$ cat config.mk
export PLATFORM = sky130hd
export DESIGN_NAME = bwsq_sequencer
export DESIGN_NICKNAME = d
export VERILOG_FILES = /design/src/logic/bwsq_addr_gen.v /design/src/logic/bwsq_sequencer.v
export VERILOG_INCLUDE_DIRS = /design/src /design/src/logic
export SDC_FILE = /design/constraint.sdc
export NUM_CORES = 1
export LEC_CHECK = 0
export BUFFER_PORTS_ARGS = -buffer_cell sky130_fd_sc_hd__buf_2
export CELL_PAD_IN_SITES_DETAIL_PLACEMENT = 1
export CELL_PAD_IN_SITES_GLOBAL_PLACEMENT = 1
export CORE_MARGIN = 2
export CORE_UTILIZATION = 42
export CTS_BUF_LIST = sky130_fd_sc_hd__clkbuf_16
export CTS_CLUSTER_DIAMETER = 150
export CTS_CLUSTER_SIZE = 30
export DETAILED_ROUTE_END_ITERATION = 16
export PLACE_DENSITY_LB_ADDON = 0.2
export SYNTH_ARGS = -nofsm -noshare
export SYNTH_HDL_FRONTEND = slang
export SYNTH_SLANG_ARGS = --single-unit
$ cat constraint.sdc
create_clock -name sys_clk_i -period 4.1 [get_ports sys_clk_i]
set_input_delay 0.615 -clock sys_clk_i [delete_from_list [all_inputs] [get_ports sys_clk_i]]
set_output_delay 0.615 -clock sys_clk_i [all_outputs]
set_load 0.05 [all_outputs]
$ cat src/logic/bwsq_consts.vh
// Constants of the burst read wait sequencer.
// Assumes inclusion by bare name from logic/.
`ifndef BWSQ_CONSTS_VH
`define BWSQ_CONSTS_VH

// ====================================
// Register map (byte addresses)
// ====================================
`define BWSQ_CFG_OFS 4'h0
`define BWSQ_STS_OFS 4'h4

// ====================================
// Read configuration fields
// ====================================
`define BWSQ_RM_BIT 15
`define BWSQ_LC_HI 13
`define BWSQ_LC_LO 11
`define BWSQ_WP_BIT 10
`define BWSQ_DOC_BIT 9
`define BWSQ_WC_BIT 8
`define BWSQ_BS_BIT 7
`define BWSQ_CC_BIT 6
`define BWSQ_BW_BIT 3
`define BWSQ_BL_HI 2
`define BWSQ_BL_LO 0
`define BWSQ_CFG_RESET 16'hBFCF
`define BWSQ_CFG_WMASK 16'hBFCF

// ====================================
// Burst length codes
// ====================================
`define BWSQ_BL_4 3'h1
`define BWSQ_BL_8 3'h2
`define BWSQ_BL_16 3'h3
`define BWSQ_BL_CONT 3'h7

// ====================================
// Burst geometry and timing counts
// ====================================
`define BWSQ_ROW_BITS 4
`define BWSQ_GROUP_BITS 2
`define BWSQ_DLY_BASE 4'h4
`define BWSQ_MIN_DLY 3'h1

`endif

$ cat src/logic/bwsq_addr_gen.v
// Next burst address for linear wrap and no-wrap sequences.
// Assumes a registered current address and decoded length mask.
`timescale 1ns/1ps

module bwsq_addr_gen #(
    parameter ADDR_W = 22
) (
    input wire [ADDR_W-1:0] cur_addr_i,
    input wire [3:0] len_mask_i,
    input wire wrap_i,
    output wire [ADDR_W-1:0] next_addr_o,
    output wire row_cross_o,
    output wire last_addr_o
);

    wire [ADDR_W-1:0] inc_addr;
    wire [3:0] low_wrap;

    assign inc_addr = cur_addr_i + {{(ADDR_W-1){1'b0}}, 1'b1};
    // Low bits wrap only within the length mask
    assign low_wrap = (inc_addr[3:0] & len_mask_i) | (cur_addr_i[3:0] & ~len_mask_i);

    // ====================================
    // Per-bit select of wrapped or linear
    // ====================================
    genvar gi;
    generate
        for (gi = 0; gi < ADDR_W; gi = gi + 1) begin : g_bit
            if (gi < 4) begin : g_low
                assign next_addr_o[gi] = wrap_i ? low_wrap[gi] : inc_addr[gi];
            end else begin : g_high
                // Upper bits freeze when wrapping inside the group
                assign next_addr_o[gi] = wrap_i ? cur_addr_i[gi] : inc_addr[gi];
            end
        end
    endgenerate

    // Crossing into a new 16-word row
    assign row_cross_o = (inc_addr[3:0] == 4'h0);
    // End of burstable space
    assign last_addr_o = &cur_addr_i;

endmodule

$ cat src/logic/bwsq_sequencer.v
// Burst read output sequencer: wait pin, data hold, burst order.
// Assumes host pins arrive asynchronously and a one-cycle array
// read on arr_addr_o; configuration is written over Wishbone.
//
// Function
// - Wait polarity follows polarity bit
// - Array sync reads: wait marks valid data
// - Sync non-array reads hold wait asserted
// - Async reads and writes hold wait asserted
// - Wait tri-stated while chip select high
// - Data hold selects one or two clocks
// - Wait during delay or cycle ahead
// - No-wrap and continuous may delay at row
// - Four-word aligned start: no row delay
// - Misaligned start: row delay at most once
// - Last-of-group start: delay latency minus one
// - Burst data in linear order only
// - Length codes 4, 8, 16, continuous
// - Wrap mode wraps within aligned group
// - No-wrap increments across group boundaries
// - Continuous burst linear, ignores wrap bit
//
// Added by the designer: the register offsets and the Wishbone slave port.
`timescale 1ns/1ps
`include "bwsq_consts.vh"

module bwsq_sequencer #(
    parameter ADDR_W = 22,
    parameter DATA_W = 16
) (
    input wire sys_clk_i,
    input wire reset_n_i,
    input wire wb_cyc_i,
    input wire wb_stb_i,
    input wire wb_we_i,
    input wire [3:0] wb_adr_i,
    input wire [3:0] wb_sel_i,
    input wire [31:0] wb_dat_i,
    output reg [31:0] wb_dat_o,
    output reg wb_ack_o,
    input wire ce_n_i,
    input wire adv_n_i,
    input wire we_n_i,
    input wire [ADDR_W-1:0] addr_i,
    input wire array_mode_i,
    output wire [ADDR_W-1:0] arr_addr_o,
    input wire [DATA_W-1:0] arr_data_i,
    output reg [DATA_W-1:0] data_o,
    output reg wait_o,
    output reg wait_oe_n_o,
    output wire [2:0] cfg_lat_code_o,
    output wire cfg_clk_edge_o
);

    // ====================================
    // States
    // ====================================
    localparam ST_IDLE = 3'h0;
    localparam ST_LAT = 3'h1;
    localparam ST_DATA = 3'h2;
    localparam ST_BDLY = 3'h3;
    localparam ST_DONE = 3'h4;

    // ====================================
    // Pin synchronisers
    // ====================================
    reg ce_n_m;
    reg ce_n_s;
    reg adv_n_m;
    reg adv_n_s;
    reg we_n_m;
    reg we_n_s;
    reg [ADDR_W-1:0] addr_m;
    reg [ADDR_W-1:0] addr_s;

    always @(posedge sys_clk_i) begin
        if (!reset_n_i) begin
            ce_n_m <= 1'b1;
            ce_n_s <= 1'b1;
            adv_n_m <= 1'b1;
            adv_n_s <= 1'b1;
            we_n_m <= 1'b1;
            we_n_s <= 1'b1;
            addr_m <= {ADDR_W{1'b0}};
            addr_s <= {ADDR_W{1'b0}};
        end else begin
            ce_n_m <= ce_n_i;
            ce_n_s <= ce_n_m;
            adv_n_m <= adv_n_i;
            adv_n_s <= adv_n_m;
            we_n_m <= we_n_i;
            we_n_s <= we_n_m;
            addr_m <= addr_i;
            addr_s <= addr_m;
        end
    end

    // ====================================
    // Read configuration register
    // ====================================
    reg [15:0] read_config_reg;
    reg [2:0] state;
    reg [ADDR_W-1:0] cur_addr;
    reg crossed;
    wire sync_array;
    wire [31:0] status_word;
    wire wb_req;
    wire cfg_hit;
    wire sts_hit;
    wire [15:0] cfg_wmask;

    assign cfg_wmask = `BWSQ_CFG_WMASK;
    assign wb_req = wb_cyc_i & wb_stb_i;
    assign cfg_hit = (wb_adr_i == `BWSQ_CFG_OFS);
    assign sts_hit = (wb_adr_i == `BWSQ_STS_OFS);
    assign status_word = {cur_addr[15:0], 8'h00, 3'h0, crossed,
                          sync_array, state};

    always @(posedge sys_clk_i) begin
        if (!reset_n_i) begin
            read_config_reg <= `BWSQ_CFG_RESET;
            wb_ack_o <= 1'b0;
            wb_dat_o <= 32'h00000000;
        end else begin
            wb_ack_o <= wb_req & ~wb_ack_o;
            if (wb_req && !wb_ack_o && wb_we_i && cfg_hit) begin
                // Reserved bits stay zero
                if (wb_sel_i[0]) begin
                    read_config_reg[7:0] <= wb_dat_i[7:0] & cfg_wmask[7:0];
                end
                if (wb_sel_i[1]) begin
                    read_config_reg[15:8] <= wb_dat_i[15:8] & cfg_wmask[15:8];
                end
            end
            if (wb_req && !wb_ack_o && !wb_we_i) begin
                if (cfg_hit) begin
                    wb_dat_o <= {16'h0000, read_config_reg};
                end else if (sts_hit) begin
                    wb_dat_o <= status_word;
                end else begin
                    wb_dat_o <= 32'h00000000;
                end
            end
        end
    end

    // ====================================
    // Configuration decode
    // ====================================
    wire async_mode;
    wire [2:0] lat_code;
    wire pol_high;
    wire hold_two;
    wire wait_early;
    wire no_wrap;
    wire [2:0] len_code;
    reg [3:0] len_mask;
    reg continuous;

    assign async_mode = read_config_reg[`BWSQ_RM_BIT];
    assign lat_code = read_config_reg[`BWSQ_LC_HI:`BWSQ_LC_LO];
    assign pol_high = read_config_reg[`BWSQ_WP_BIT];
    assign hold_two = read_config_reg[`BWSQ_DOC_BIT];
    assign wait_early = read_config_reg[`BWSQ_WC_BIT];
    assign no_wrap = read_config_reg[`BWSQ_BW_BIT];
    assign len_code = read_config_reg[`BWSQ_BL_HI:`BWSQ_BL_LO];
    assign cfg_lat_code_o = lat_code;
    assign cfg_clk_edge_o = read_config_reg[`BWSQ_CC_BIT];

    always @* begin
        len_mask = 4'hF;
        continuous = 1'b0;
        case (len_code)
            `BWSQ_BL_4: len_mask = 4'h3;
            `BWSQ_BL_8: len_mask = 4'h7;
            `BWSQ_BL_16: len_mask = 4'hF;
            `BWSQ_BL_CONT: continuous = 1'b1;
            default: continuous = 1'b1;
        endcase
    end

    // Continuous bursts never wrap
    wire wrap_sel;
    assign wrap_sel = ~no_wrap & ~continuous;

    // Synchronous array read: the only case wait carries meaning
    assign sync_array = ~async_mode & array_mode_i & we_n_s & ~ce_n_s;

    // ====================================
    // Address generator
    // ====================================
    wire [ADDR_W-1:0] next_addr;
    wire row_cross;
    wire last_addr;

    // Linear order always; the sequence bit is writable but never read
    bwsq_addr_gen #(
        .ADDR_W(ADDR_W)
    ) u_addr_gen (
        .cur_addr_i(cur_addr),
        .len_mask_i(len_mask),
        .wrap_i(wrap_sel),
        .next_addr_o(next_addr),
        .row_cross_o(row_cross),
        .last_addr_o(last_addr)
    );

    assign arr_addr_o = cur_addr;

    // ====================================
    // Row boundary delay length
    // ====================================
    reg [2:0] row_dly;
    reg [3:0] dly_sum;
    reg row_dly_en;

    always @* begin
        dly_sum = {1'b0, lat_code} + {2'h0, addr_s[1:0]};
        row_dly = `BWSQ_MIN_DLY;
        if (dly_sum > `BWSQ_DLY_BASE) begin
            // Offset 3 gives latency minus one
            row_dly = dly_sum[2:0] - 3'h4;
        end
        // Aligned start never delays; wrap bursts never cross
        row_dly_en = (addr_s[1:0] != 2'h0) & ~wrap_sel;
    end

    // ====================================
    // Burst sequencer
    // ====================================
    reg [2:0] cnt;
    reg hold_cnt;
    reg [4:0] words;
    reg [2:0] dly_len;
    reg dly_en;
    reg start_d;
    wire start;
    wire last_hold;
    wire burst_end;
    wire will_delay;

    assign start = sync_array & ~adv_n_s;
    assign last_hold = hold_two ? hold_cnt : 1'b1;
    assign burst_end = continuous ? last_addr
                     : (words == {1'b0, len_mask});
    assign will_delay = row_cross & dly_en & ~crossed;

    always @(posedge sys_clk_i) begin
        if (!reset_n_i) begin
            state <= ST_IDLE;
            cur_addr <= {ADDR_W{1'b0}};
            cnt <= 3'h0;
            hold_cnt <= 1'b0;
            words <= 5'h00;
            crossed <= 1'b0;
            dly_len <= `BWSQ_MIN_DLY;
            dly_en <= 1'b0;
            start_d <= 1'b0;
        end else begin
            start_d <= start;
            if (!sync_array) begin
                state <= ST_IDLE;
            end else if (start) begin
                // New address restarts the burst
                state <= ST_LAT;
                cur_addr <= addr_s;
                cnt <= lat_code - 3'h1;
                hold_cnt <= 1'b0;
                words <= 5'h00;
                crossed <= 1'b0;
                dly_len <= row_dly;
                dly_en <= row_dly_en;
            end else begin
                case (state)
                    ST_LAT: begin
                        if (cnt <= 3'h1) begin
                            state <= ST_DATA;
                        end else begin
                            cnt <= cnt - 3'h1;
                        end
                    end
                    ST_DATA: begin
                        hold_cnt <= ~last_hold;
                        if (last_hold) begin
                            words <= words + 5'h01;
                            if (burst_end) begin
                                state <= ST_DONE;
                            end else begin
                                cur_addr <= next_addr;
                                if (will_delay) begin
                                    crossed <= 1'b1;
                                    cnt <= dly_len;
                                    state <= ST_BDLY;
                                end
                            end
                        end
                    end
                    ST_BDLY: begin
                        // No advance while not ready
                        if (cnt <= 3'h1) begin
                            state <= ST_DATA;
                        end else begin
                            cnt <= cnt - 3'h1;
                        end
                    end
                    ST_DONE: begin
                        state <= ST_DONE;
                    end
                    default: begin
                        state <= ST_IDLE;
                    end
                endcase
            end
        end
    end

    // ====================================
    // Wait and data outputs
    // ====================================
    reg not_ready;

    always @* begin
        not_ready = 1'b1;
        if (sync_array && !start && !start_d) begin
            not_ready = (state != ST_DATA);
            if (state == ST_DATA && wait_early && will_delay
                && last_hold && !burst_end) begin
                // Flag the row delay one data cycle ahead
                not_ready = 1'b1;
            end
        end
    end

    always @(posedge sys_clk_i) begin
        if (!reset_n_i) begin
            wait_o <= 1'b1;
            wait_oe_n_o <= 1'b1;
            data_o <= {DATA_W{1'b0}};
        end else begin
            wait_o <= pol_high ? not_ready : ~not_ready;
            // Driven only while chip select low; output enable ignored
            wait_oe_n_o <= ce_n_s;
            if (state == ST_DATA) begin
                data_o <= arr_data_i;
            end
        end
    end

endmodule

==> impl_metrics.yaml <==
synth:
  yosysWarnings: 0
  synth-seq-cells: 152
  syn_area_per_cell_um2: 9.09
  yosysUniqueCellTypes: 65
  synthesis.area_um2: 6160
  yosys.area.top_type_share_pct: 49.4
  synth-main-ff-cell: "dfxtp_1"
  ys_top_cells_by_area: "dfxtp_1, and2_1, nand2_1"
  yosys.area.top_type: "dfxtp_1"
  synth_enable_flop_cells: 0
  synth.yosys.seq_area_share_pct: 49.4
  synthArstFlopShare_pct: 0
  syn-instance-count: 677
clock_network:
  postCtsHoldBufs: 0
  cts_setup_buffers: 0
  clock-sinks: 152
  cts_inserted_buffers: 17
  cts_max_level: 4
  clock_latency_ns: 0.42
  cts_tree: "yes"
  clk_pin_slew_worst_paths_ns: 0.06
  postCtsResizedCells: 0
  clk_path_buf_depth: 2
  root_buffer: "clkbuf_16"
sta:
  finalClockSkew_ns: 0.00660
  relSlewSlack_pct: 24.6
  finalCritPeriodShare_pct: 65.8
  rsz0062_at_grt: "no"
  fin_crit_ns: 2.70
  tightest_slew_ns: 1.13
  timing.hold.ws_ns: 0.368
  fmax_mhz: 371
  hold_viol: 0
  tns_ns: 0
  slew_viol_final: 0
  setup_viol: 0
floorplanning:
  rows: 44
  die_area_um2: 15600
  start_util_pct: 42.7
  die_h_um: 125
  die_w_um: 125
  core_um2: 14400
  ioPinCount: 164
placement:
  dp_hpwl_um: 12100
  gp_congestion: 0.819
  portBuffers: 140
  dpl.cell_count: 962
finish:
  area_delta_synth_final_pct: 22.5
  largest_register_ffs: 30
  final_nets: 893
  final_cells: 994
  antenna_cells: 0
  fin_util_pct: 52.3
  top_regs: "wb_dat_o: 30 flops, addr_m: 22 flops, addr_s: 22 flops"
  drive_gt1_share_pct: 23.5
  final_common_cell: "dfxtp_1"
  final_cell_mix: "dfxtp_1, buf_2, nand2_1"
  top_register: "wb_dat_o"
power_and_ir_drop:
  switching_share_pct: 21.6
  p_int_mw: 2.57
  cellPowerDensity_nw_per_um2: 434
  clkPwrFrac_pct: 50.5
  pwr-share-comb_pct: 3.3
  vdd_ir_drop_max_v: 0.000297
  power_switching_uw: 706
  cellLeakagePower_nw: 3.17
  seqPwrFrac_pct: 46.2
worst_hold_path:
  min_path_type: "primary input to flip-flop"
grt:
  grt_pass1_vias: 5497
  grt_pass1_wl_um: 28200
  grt_usage_pct: 22.3
  grt_max_degree: 56
  antenna_found_initial: 0
  globalRoute.busiestLayer: "met2"
  grt_overflow: 0
  grt.met2_usage_pct: 38.0
  grt.met3_usage_pct: 5.31
  met1_usage_pct: 28.3
detailed_routing:
  ant_nets: 0
  num_vias: 5440
  wl_per_cell_um: 17.5
  drc: 0
  avgViaCountPerCell: 5.47
  firstDrtPassIters: 7
  wl_um: 17400
  drtIter0Drc: 455
critical_path:
  crit_family: "simple AND/OR/NAND/NOR gates"
  startpoint_type: "flip-flop"
  cp.buffers_inverters: 1
  required_ns: 4.45
  slowest_delay_ns: 0.54
  path_cells: "nand4_2, nor4_2, a32oi_1, buf_4, a31oi_1, mux2i_1"
  cp-end-kind: "flip-flop"
  worstPathArrival_ns: 3.05
  path_class: "flip-flop to flip-flop"
  worstPathMaxFanout: 9
  crit_path_top_delay_cell: "nor4_2"
outcome:
  status: "finished, final reports clean"
job:
  cap_viol_max_count: 0
==> cells by family after synthesis <==
family	Yosys count	share of synthesized area, %
AOI/OAI and AO/OA	143	15.5
xor gates and xnor gates	8	1.14
adders and majority gates	9	1.95
buffers and inverters	57	4.37
DFF	152	49.4
muxes	17	2.76
other	1	0.0609
and+or+nand+nor	290	24.8
==> metal layers <==
layer,share of wire (%),wire [um],vias to the layer above
met5,0,0,-
met4,1.1,195,0
met3,4.5,779,16
met2,49,8480,140
met1,46,7980,2645
li1,-,-,2639
==> power by group through the flow <==
stage	logic (mW)	clock network [mW]	registers [mW]
2_1_floorplan	0.0565	0	1.54
3_3_place_gp	0.102	0	1.54
3_5_place_dp	0.108	0	1.54
4_1_cts	0.109	1.68	1.51
5_1_grt	0.120	1.74	1.51
6_report	0.108	1.65	1.51
==> worst reg2reg max path, delay by kind of cell (launching register included) <==
family	cells	cell delay (ns)
AOI/OAI and AO/OA	2	0.76
and+or+nand+nor	2	0.82
buffers and inverters	1	0.30
DFF	1	0.51
muxes	1	0.24
==> layout make-up <==
| class | count | area, um2 |
|---|---|---|
| Clock buffer | 17 | 425 |
| Clock inverter | 15 | 198 |
| Fill cell | 1698 | 6880 |
| Inverter | 9 | 33.8 |
| Multi-Input combinational cell | 469 | 2850 |
| Sequential cell | 152 | 3040 |
| Tap cell | 184 | 230 |
| Timing Repair Buffer | 148 | 761 |
==> through the flow <==
step | setup WS, ns | total power, mW | cell area [um2]
2_1_floorplan | 1.77 | 1.60 | 6160
3_3_place_gp | 1.31 | 1.64 | 6920
3_5_place_dp | 1.16 | 1.65 | 6920
4_1_cts | 1.42 | 3.30 | 7540
5_1_grt | 1.17 | 3.37 | 7540
6_report | 1.40 | 3.27 | 7540
==> Yosys cell counts (all sizes together) (2+ instances only) <==
library cell	n
a31oi	13
xnor2	3
buf	13
dfxtp	152
nor4	11
and2	48
inv	9
xor2	5
and4	3
nor2b	4
nor2	61
nand2	75
nand4	15
a22oi	26
or4	9
a222oi	4
clkbuf	35
nor3b	4
o31ai	8
nand4b	2
nor3	8
nand2b	12
mux2i	17
ha	8
and3	7
a211oi	10
or3	7
o21ai	35
o211ai	2
nand3	14
nand3b	2
a311oi	7
or2	2
o211a	2
a21oi	25
==> final timing paths <==
check / slack [ns] / end / cells after the start / from
setup / recovery: 1.40 / cnt[1] / 6 / arr_addr_o[12]
hold / removal: 0.37 / adv_n_m / 2 / adv_n_i
setup reg to reg: 1.40 / cnt[1] / 6 / arr_addr_o[12]
hold reg to reg: 0.42 / ce_n_s / 1 / ce_n_m
No activity file was read; power rests on OpenSTA's default activity.
